--- src/shared/bus_ctl_pkg.sv ---
// Shared constants and types for the asynchronous bus master control block
package bus_ctl_pkg;
	// Slow peripheral clock: period, low and high phases in processor clocks
	localparam int PCLK_PERIOD = 10;
	localparam int PCLK_LOW = 6;
	localparam int PCLK_HIGH = 4;
	// Cycle class codes
	localparam logic [2:0] CC_USER_DATA = 3'h1;
	localparam logic [2:0] CC_USER_PROG = 3'h2;
	localparam logic [2:0] CC_SUPV_DATA = 3'h5;
	localparam logic [2:0] CC_SUPV_PROG = 3'h6;
	localparam logic [2:0] CC_INT_ACK = 3'h7;
	// Access kinds requested by the core
	localparam logic [1:0] KIND_PROG = 2'h0;
	localparam logic [1:0] KIND_DATA = 2'h1;
	localparam logic [1:0] KIND_IACK = 2'h2;
	// Bus cycle states, one-hot
	typedef enum logic [5:0] {
		ST_IDLE = 6'b00_0001,
		ST_ADDR = 6'b00_0010,
		ST_WAIT = 6'b00_0100,
		ST_PSYNC = 6'b00_1000,
		ST_PXFER = 6'b01_0000,
		ST_END = 6'b10_0000
	} bus_state_t;
	// Length of the core-requested external reset pulse, in clocks
	localparam int RST_PULSE_CYC = 124;
endpackage

--- src/design/periph_clk_ring.sv ---
// Free-running ring counter producing the slow peripheral clock
`timescale 1ns/1ns
module periph_clk_ring
	import bus_ctl_pkg::*;
#(
	parameter int LOW_CYC = PCLK_LOW,
	parameter int HIGH_CYC = PCLK_HIGH
) (
	input wire logic clk_i,
	input wire logic rst_n_i,
	output logic pclk_o,
	output logic rise_o,
	output logic fall_o
);
	localparam int N = LOW_CYC + HIGH_CYC;
	typedef struct packed {
		logic [N-1:0] ring;
	} ring_st_t;
	ring_st_t r, nxt;
	// Rotate one bit; any lone bit pattern works, so reset value is arbitrary
	always_comb begin
		nxt = r;
		nxt.ring = {r.ring[N-2:0], r.ring[N-1]};
		// Recover from a dead ring so the clock never stalls
		if (r.ring == '0) begin
			nxt.ring = {{(N-1){1'b0}}, 1'b1};
		end
	end
	always_ff @(posedge clk_i or negedge rst_n_i) begin
		if (!rst_n_i) begin
			r <= '0;
		end else begin
			r <= nxt;
		end
	end
	// High during the last HIGH_CYC slots
	assign pclk_o = |r.ring[N-1:LOW_CYC];
	assign rise_o = r.ring[LOW_CYC-1];
	assign fall_o = r.ring[N-1];
endmodule

--- src/design/async_bus_master_control.sv ---
// Bus master control: reset/halt lines, peripheral clock, strobes, cycle class
`timescale 1ns/1ns
module async_bus_master_control
	import bus_ctl_pkg::*;
(
	// Clock and reset
	input wire logic MCLK_I,
	input wire logic RSTN_I,
	// Core request side
	input wire logic REQ_VALID_I,
	output logic REQ_READY_O,
	input wire logic [22:0] REQ_ADDR_I,
	input wire logic BYTE_SELECT_BIT_I,
	input wire logic REQ_BYTE_I,
	input wire logic [1:0] REQ_KIND_I,
	input wire logic SUPERVISOR_I,
	output logic RESP_VALID_O,
	output logic [15:0] RESP_DATA_O,
	output logic RESP_AUTOVEC_O,
	// Core control and status
	input wire logic RESET_INSTR_I,
	input wire logic SELF_STOP_I,
	output logic CORE_INIT_O,
	output logic CORE_HALTED_O,
	output logic [2:0] INT_LEVEL_O,
	// Bus outputs and data input
	output logic [22:0] ADDR_O,
	output logic ADDR_OE_N_O,
	output logic [15:0] DATA_O,
	output logic DATA_OE_N_O,
	input wire logic [15:0] DATA_I,
	output logic ADDR_VALID_STROBE_N_O,
	output logic HIGH_BYTE_STROBE_N_O,
	output logic LOW_BYTE_STROBE_N_O,
	output logic READ_WRITE_O,
	output logic CTRL_OE_N_O,
	output logic [2:0] CYCLE_CLASS_CODE_O,
	// Slave answers and system inputs, active low
	input wire logic TRANSFER_ACK_IN_N_I,
	input wire logic MASTERSHIP_TAKEN_IN_N_I,
	input wire logic [2:0] INTERRUPT_LEVEL_IN_N_I,
	// Peripheral interface
	output logic PERIPH_CLK_O,
	input wire logic SYNC_PERIPH_SELECT_N_I,
	output logic PERIPH_ADDR_VALID_N_O,
	// Open-drain reset and halt lines
	input wire logic RESET_N_I,
	output logic RESET_N_O,
	output logic RESET_OE_N_O,
	input wire logic HALT_N_I,
	output logic HALT_N_O,
	output logic HALT_OE_N_O
);
	// All registered state
	typedef struct packed {
		// Bus cycle sequencer state
		bus_state_t st;
		// Address latched when the request is taken
		logic [22:0] addr;
		// Byte access flag and its lane select
		logic byte_acc;
		logic bsel;
		// Cycle class code shown while the strobe stands
		logic [2:0] cc;
		// Address strobe and the two byte strobes, active high inside
		logic avs;
		logic hbs;
		logic lbs;
		// Peripheral address valid, active high inside
		logic pav;
		// Acknowledge and peripheral select, registered once
		logic ack_s;
		logic psel_s;
		// Halt, reset and mastership lines, registered once
		logic halt_s;
		logic rst_s;
		logic taken_s;
		// Data bus, registered once so both bytes are taken together
		logic [15:0] data_s;
		// Interrupt level, registered once
		logic [2:0] ipl_s;
		// Stopped by the halt line
		logic halted;
		// System initialization in progress
		logic init;
		// Remaining clocks of the reset line pulse
		logic [7:0] rst_cnt;
		// Response pulse, data and autovector flag
		logic resp_v;
		logic [15:0] resp_d;
		logic resp_av;
		// Current cycle is an interrupt acknowledge
		logic iack;
	} st_t;
	st_t r, n;
	logic pclk, prise, pfall;
	// Peripheral clock generator, free running
	periph_clk_ring #(.LOW_CYC(PCLK_LOW), .HIGH_CYC(PCLK_HIGH)) u_ring (
		.clk_i(MCLK_I),
		.rst_n_i(RSTN_I),
		.pclk_o(pclk),
		.rise_o(prise),
		.fall_o(pfall)
	);

	// Next-state logic for the bus cycle and line handling
	// Slave returns are never used in the clock they arrive, which
	// costs one clock of latency but removes skew between lanes
	always_comb begin
		n = r;
		n.resp_v = 1'b0;
		// Register every slave return and system input once before use
		// Acknowledge is only acted on one clock after it is seen
		n.ack_s = ~TRANSFER_ACK_IN_N_I;
		// Peripheral select follows the same single stage
		n.psel_s = ~SYNC_PERIPH_SELECT_N_I;
		// Data sampled every clock; the copy taken as the cycle enters ST_END is used
		n.data_s = DATA_I;
		// Halt line, which may also be pulled by this block
		n.halt_s = ~HALT_N_I;
		// Reset line, which may also be pulled by this block
		n.rst_s = ~RESET_N_I;
		// Another master owns the bus
		n.taken_s = ~MASTERSHIP_TAKEN_IN_N_I;
		// Interrupt level, inverted to active high
		n.ipl_s = ~INTERRUPT_LEVEL_IN_N_I;

		// Reset line pulse from the reset instruction
		if (RESET_INSTR_I && r.rst_cnt == 8'h00) begin
			n.rst_cnt = 8'(RST_PULSE_CYC);
		end else if (r.rst_cnt != 8'h00) begin
			n.rst_cnt = r.rst_cnt - 8'h01;
		end
		// Initialise only when reset and halt lines are low together and no reset pulse is counting
		n.init = r.rst_s && r.halt_s && r.rst_cnt == 8'h00;
		case (r.st)
			ST_IDLE: begin
				n.halted = r.halt_s;
				if (REQ_VALID_I && !r.halt_s && !r.taken_s && !r.init) begin
					n.st = ST_ADDR;
					n.addr = REQ_ADDR_I;
					n.byte_acc = REQ_BYTE_I;
					n.bsel = BYTE_SELECT_BIT_I;
					n.iack = REQ_KIND_I == KIND_IACK;
					if (REQ_KIND_I == KIND_IACK) begin
						n.cc = CC_INT_ACK;
					end else if (REQ_KIND_I == KIND_DATA) begin
						n.cc = SUPERVISOR_I ? CC_SUPV_DATA : CC_USER_DATA;
					end else begin
						n.cc = SUPERVISOR_I ? CC_SUPV_PROG : CC_USER_PROG;
					end
				end
			end
			ST_ADDR: begin
				// Address and code settle one clock before strobes
				n.avs = 1'b1;
				n.hbs = !r.byte_acc || !r.bsel;
				n.lbs = !r.byte_acc || r.bsel;
				n.st = ST_WAIT;
			end
			ST_WAIT: begin
				if (r.ack_s) begin
					n.st = ST_END;
				end else if (r.psel_s) begin
					n.st = ST_PSYNC;
				end
			end
			ST_PSYNC: begin
				// Align to the peripheral clock's falling edge
				if (pfall) begin
					n.pav = 1'b1;
					n.st = ST_PXFER;
				end
			end
			ST_PXFER: begin
				// Data taken at end of the peripheral clock high phase
				if (pfall) begin
					n.st = ST_END;
				end
			end
			ST_END: begin
				// Strobes drop together, response issued
				n.avs = 1'b0;
				n.hbs = 1'b0;
				n.lbs = 1'b0;
				n.pav = 1'b0;
				n.resp_v = 1'b1;
				n.resp_av = r.iack && r.psel_s;
				if (!r.byte_acc) begin
					n.resp_d = r.data_s;
				end else if (r.bsel) begin
					n.resp_d = {8'h00, r.data_s[7:0]};
				end else begin
					n.resp_d = {8'h00, r.data_s[15:8]};
				end
				n.st = ST_IDLE;
			end
			default: begin
				n.st = ST_IDLE;
			end
		endcase
	end

	// State register; the reset instruction only loads the reset pulse counter here
	// Initialization clears everything except the reset and halt line samples and the init flag they drive
	always_ff @(posedge MCLK_I or negedge RSTN_I) begin
		if (!RSTN_I) begin
			r <= '0;
			r.st <= ST_IDLE;
		end else if (r.init) begin
			// Whole core state cleared while both lines stay low
			r <= '0;
			r.st <= ST_IDLE;
			// Keep sampling the lines, else initialization could never end
			r.rst_s <= n.rst_s;
			r.halt_s <= n.halt_s;
			r.init <= r.rst_s && r.halt_s;
		end else begin
			r <= n;
		end
	end
	// Core side
	assign REQ_READY_O = r.st == ST_IDLE && !r.halt_s && !r.taken_s && !r.init;
	assign RESP_VALID_O = r.resp_v;
	assign RESP_DATA_O = r.resp_d;
	assign RESP_AUTOVEC_O = r.resp_av;
	assign CORE_INIT_O = r.init;
	assign CORE_HALTED_O = r.halted;
	// Levels sampled; only stable levels are reliable at acknowledge
	assign INT_LEVEL_O = r.ipl_s;
	// Bus drive; address floated when halted or mastership taken and strobe idle

	// Acknowledge cycles carry all ones above the serviced level
	assign ADDR_O = r.iack ? {20'hF_FFFF, r.ipl_s} : r.addr;
	// Address floats only once no strobe is standing
	assign ADDR_OE_N_O = (r.halted || r.taken_s) && !r.avs;
	// Reads only here, so the data bus is never driven
	assign DATA_O = 16'h0000;
	assign DATA_OE_N_O = 1'b1;
	// Strobes are forced idle while halted
	assign ADDR_VALID_STROBE_N_O = !r.avs || r.halted;
	assign HIGH_BYTE_STROBE_N_O = !r.hbs || r.halted;
	assign LOW_BYTE_STROBE_N_O = !r.lbs || r.halted;
	// Direction is always read in this block
	assign READ_WRITE_O = 1'b1;
	// Control lines float once another master holds the bus and no strobe is standing
	assign CTRL_OE_N_O = r.taken_s && !r.avs;
	// Code is registered, so it cannot glitch under the strobe
	assign CYCLE_CLASS_CODE_O = r.cc;
	// Peripheral clock straight from the ring
	assign PERIPH_CLK_O = pclk;
	// Peripheral address valid, active low at the pin
	assign PERIPH_ADDR_VALID_N_O = !r.pav;

	// Open drain: only ever pull low
	assign RESET_N_O = 1'b0;
	assign RESET_OE_N_O = r.rst_cnt == 8'h00;
	assign HALT_N_O = 1'b0;
	assign HALT_OE_N_O = !SELF_STOP_I;
endmodule

--- config.mk ---
export PLATFORM = sky130hd
export DESIGN_NAME = async_bus_master_control
export DESIGN_NICKNAME = d
export VERILOG_FILES = /design/src/shared/bus_ctl_pkg.sv /design/src/design/periph_clk_ring.sv /design/src/design/async_bus_master_control.sv
export SDC_FILE = /design/constraint.sdc
export NUM_CORES = 1
export LEC_CHECK = 0
export ABC_AREA = 1
export BUFFER_PORTS_ARGS = -buffer_cell sky130_fd_sc_hd__buf_4
export CORE_ASPECT_RATIO = 0.9
export CORE_MARGIN = 4
export CORE_UTILIZATION = 45
export DETAILED_ROUTE_END_ITERATION = 7
export MAX_ROUTING_LAYER = met4
export PLACE_DENSITY = 0.81
export SETUP_SLACK_MARGIN = 0.05
export SLEW_MARGIN = 15
export SYNTH_ARGS = -nofsm -noshare
export SYNTH_HDL_FRONTEND = slang
export SYNTH_SLANG_ARGS = --single-unit
--- constraint.sdc ---
create_clock -name MCLK_I -period 1.85 [get_ports MCLK_I]
set_input_delay 0.0925 -clock MCLK_I [delete_from_list [all_inputs] [get_ports MCLK_I]]
set_output_delay 0.0925 -clock MCLK_I [all_outputs]
set_load 0.02 [all_outputs]
# Yosys cells after proc, flatten, opt, wreduce, memory -nomap -nowiden

Index checks and enable logic that the tools add are counted.

Register bits after elaboration: 101
Input bits: 57
Output and inout port bits: 79
Logic and storage cells: 109

$add $sub $neg: 1
Eq/ne operators: 12
Mux-type cells: 25
Bitwise operators: 6
Reduce and logical (&&, ||, !) cells: 41

Operators by type and width:

| kind                                              | count |
|---|---|
| two-way mux 91 bit                                | 1 |
| two-way mux 34 bit                                | 1 |
| case mux 6 bit (5 select lines)                   | 1 |
| two-way mux 28 bit                                | 1 |
| two-way mux 6 bit                                 | 4 |
| two-way mux 8 bit                                 | 3 |
| two-way mux 23 bit                                | 1 |
| two-way mux 18 bit                                | 1 |
| two-way mux 16 bit                                | 1 |
| logical AND 1 bit                                 | 12 |
| two-way mux 3 bit                                 | 4 |
| logical NOT 1 bit                                 | 10 |
| logical NOT 10 bit                                | 1 |
| two-way mux 10 bit                                | 1 |
| nonzero test 3 bit                                | 3 |
| logical NOT 8 bit                                 | 1 |
| nonzero test 8 bit                                | 1 |
| subtractor 8 x 1 -> 8 bit (second input constant) | 1 |
| == test 6 x 1 -> 1 bit (second input constant)    | 1 |
| == test 6 x 2 -> 1 bit (second input constant)    | 1 |
| == test 6 x 3 -> 1 bit (second input constant)    | 1 |
| == test 6 x 4 -> 1 bit (second input constant)    | 1 |
| == test 6 x 5 -> 1 bit (second input constant)    | 1 |
| == test 6 bit (second input constant)             | 1 |
| 15 further kinds                                  | 31 |

# Longest topological paths before layout

Depth after elaboration: 7
Gate-level depth with buffers: 9
Gate-level depth less buffers: 9

# Cells and area by module

A second synthesis with hierarchy kept.

Cells, all modules: 524
Area, all modules: 4719.5 sq um

By module, submodules not included:

| module                   | instances | cells an instance | area an instance (sq um) | seq. area each (sq um) |
|---|---|---|---|---|
| async_bus_master_control | 1         | 497               | 4396.7                   | 2278.4 |
| periph_clk_ring          | 1         | 27                | 322.8                    | 250.2 |

# Worst setup path before layout

No wires, ideal clock.

Path type: flip-flop to output port
Start: reg r[85] in the netlist's numbering
End: out REQ_READY_O
Arrival: 1.496 ns
Path slack: 0.261 ns
Cell stages (with the launch flop): 7
Buffers on the path: 0
Path through: dfstp_2 -> inv_1 -> nor2_2 -> nand3_4 -> nor2_8 -> inv_1 -> nor3_1

Longest elaborated chain between the ends: 4

RTL lines:

| what                           | RTL line                        | RTL |
|---|---|---|
| from (decl)                    | async_bus_master_control.sv:95  | `st_t r, n;` |
| from (signal assigned)         | async_bus_master_control.sv:219 | `r <= n;` |
| == test 6 x 1 -> 1 bit         | async_bus_master_control.sv:223 | `assign REQ_READY_O = r.st == ST_IDLE && !r.halt_s && !r.taken_s && !r.init;` |
| logical AND 1 bit (3 in a row) | async_bus_master_control.sv:223 |  |
| to (decl)                      | async_bus_master_control.sv:11  | `output logic REQ_READY_O,` |

No other way between the ends.

# Worst setup path after layout

Ends and elaborated chain as after synthesis.

==> flow_metrics.py <==
metrics = {
    "run_status": {
        "outcome": "finished clean",
    },
    "critical_path": {
        "critPathRequiredTime_ns": 1.76,
        "start_kind": "register",
        "crit_type": "register to primary output",
        "crit_arrival_ns": 1.64,
        "cp_max_fo": 4,
        "crit_path_end_kind": "primary output",
    },
    "floorplan": {
        "die_area_sq_um": 12100,
        "fp.dieW_um": 116,
        "placement_rows": 35,
        "die_height_um": 105,
        "start_util": 0.460,
        "core-area_sq_um": 10200,
        "ios": 136,
    },
    "logic_synthesis": {
        "synth_area_leader_cell": "dfrtp_1",
        "synth_edf_count": 0,
        "synthArstFlopShare": 1.00,
        "synth_commonest_cells": "100 x dfrtp_1, 92 x nand2_1, 57 x nand3_1, 52 x inv_1, 52 x nor2_1",
        "ys_seq_area_frac": 0.539,
        "yosys_warnings": 0,
        "netlist_top_cells_area": "dfrtp_1 53%, nand2_1 7.4%, buf_4 7.0%",
        "synth_area_per_cell_sq_um": 8.97,
        "synth_top_cell_area_share": 0.534,
        "synthCells": 523,
        "synthDistinctLibCells": 36,
        "synthesis.area_sq_um": 4690,
        "ys_ff_latch": 101,
        "yosysMostFrequentCell": "dfrtp_1",
        "synth-main-ff-cell": "dfrtp_1",
    },
    "timing": {
        "fmax_ghz": 0.577,
        "min_period_over_period": 0.938,
        "finalSetupViolCount": 0,
        "hold_viol_final": 0,
        "rsz0062_at_grt": "true",
        "period_needed_ns": 1.73,
        "drv_slew": 0,
        "tightestPinTransition_ns": 0.574,
        "fin_setup_tns_ns": 0,
        "finClkSkew_ns": 0.00526,
        "maxSlewHeadroom": 0.617,
    },
    "power_and_ir_drop": {
        "p_leak_nw": 3.32,
        "power-per-cell-area_nw_per_um2": 1390,
        "peakVddDrop_v": 0.000961,
        "finalPower_mw": 8.50,
    },
    "cts": {
        "cts_tree": "yes",
        "worstSkewPairLatency_ns": 0.33,
        "cts_sinks": 101,
        "cts_buffer_depth": 2,
        "htreeDepth": 3,
        "cts-buffers-inserted": 9,
        "cts-root-buf": "clkbuf_16",
        "path_clk_slew_ns": 0.07,
    },
    "min_path": {
        "hold_class": "input pin to register",
    },
    "placed_design": {
        "place_congestion": 0.860,
        "dp_hpwl_um": 7920,
        "dp.cells": 726,
        "port_buffers": 115,
    },
    "detailed_routing": {
        "ant_nets": 0,
        "drc": 0,
        "drt_wl_total_um": 11100,
        "dr_total_vias": 3754,
        "drt-initial-drc-count": 294,
        "drt-vias-per-instance": 4.81,
        "drt-pass1-iter-count": 4,
        "post_drt_wl_per_cell_um": 14.2,
    },
    "grt": {
        "grt_pass1_wl_um": 17800,
        "antenna_found_initial": 0,
        "grt_use_total": 0.189,
        "grt_overflow_total": 0,
        "grt_max_degree": 39,
        "grt_pass1_vias": 3706,
    },
    "finish": {
        "diodes": 0,
        "layout-drive-gt1-share": 0.270,
        "syn_to_final_growth_pct": 30.7,
        "nNetsFinal": 709,
        "fin_cells": 781,
    },
    "job": {
        "maxCapViolCount": 0,
    },
}
==> worst max-delay path: stages (launching register included) <==
cell,delay [ns]
dfstp_2,0.55
inv_1,0.05
nor2_2,0.12
nand3_4,0.12
nor2_8,0.11
inv_1,0.07
nor3_2,0.12
buf_4,0.17
==> through the flow <==
stage               utilization  setup slack (ns)  hold slack (ns)  instance area [sq um]
floorplan                     -             0.261           -0.203                   4760
global placement          0.532             0.307           0.0904                   5430
detailed placement        0.532             0.160           0.0999                   5430
CTS                       0.599            0.0444          0.00200                   6110
global route              0.600           0.00672          0.00451                   6130
finish                    0.600             0.115          0.00340                   6130
==> power breakdown <==
group | total, mW | leakage, nW | internal (mW) | switching (mW)
clock | 1.88 | 0.147 | 1.11 | 0.766
combinational | 3.50 | 1.90 | 1.51 | 1.99
sequential | 3.12 | 1.28 | 2.74 | 0.380
total | 8.50 | 3.32 | 5.36 | 3.14
==> final timing paths <==
kind / cells after the start / start / slack, ns / to
hold / removal: 3 / REQ_ADDR_I[13] / 0.003 / r[75]
max in group asynchronous: 3 / RSTN_I / 0.98 / r[0]
setup / recovery: 7 / r[85] / 0.12 / REQ_READY_O
hold reg to reg: 0 / u_ring.r[3] / 0.38 / u_ring.r[4]
setup reg to reg: 8 / r[85] / 0.19 / CYCLE_CLASS_CODE_O[1]
min in group asynchronous: 2 / RSTN_I / 0.28 / u_ring.r[7]
==> layer usage <==
layer | GRT usage | vias up | routed length (um)
li1 | - | 1821 | -
met3 | 0.0481 | 13 | 807
met1 | 0.240 | 1796 | 4700
met2 | 0.301 | 124 | 5450
met5 | - | - | 0
met4 | 0.0503 | 0 | 162
==> layout by cell type, fill, tap and decap left out, types with 7 or more instances in the layout <==
| master | count |
|---|---|
| conb_1 | 20 |
| nand2_1 | 92 |
| dfrtp_1 | 99 |
| dlygate4sd3_1 | 38 |
| o21ai_0 | 29 |
| mux2i_1 | 8 |
| clkbuf_16 | 9 |
| a21oi_1 | 7 |
| inv_1 | 52 |
| or2_2 | 20 |
| nand3_1 | 57 |
| nor2_1 | 52 |
| buf_4 | 123 |
==> area by class of cell <==
cell class	count	area (sq um)
inverter	56	213
fill	837	4080
clock buffer	11	253
timing repair buffer	163	1340
tap	129	161
clock inverter	4	47.5
sequential	101	2530
multi-input combinational	317	1580
==> logic make-up after synthesis <==
| logic type | share of synthesized area |
|---|---|
| adders and majority gates | 0.0107 |
| DFF | 0.539 |
| buffers and inverters | 0.140 |
| xor gates and xnor gates | 0.00934 |
| other | 0.00160 |
| and+or+nand+nor | 0.231 |
| AOI/OAI and AO/OA | 0.0515 |
| muxes | 0.0171 |
==> timing repair <==
item	CTS	global route
setup buffers	0	2
hold endpoints to repair	72	0
hold buffers	38	0
gates resized for setup	2	0
endpoints found under the setup margin	2	1
==> registers in the layout, indices dropped and copies added (netlist names) <==
| name | flops |
|---|---|
| RESP_VALID_O | 1 |
| r | 65 |
| u_ring.r | 10 |
| CORE_INIT_O | 1 |
| RESP_AUTOVEC_O | 1 |
| RESP_DATA_O | 16 |
| CORE_HALTED_O | 1 |
| INT_LEVEL_O | 3 |
| CYCLE_CLASS_CODE_O | 3 |
Note: power is estimated with default switching activity, not from simulation.
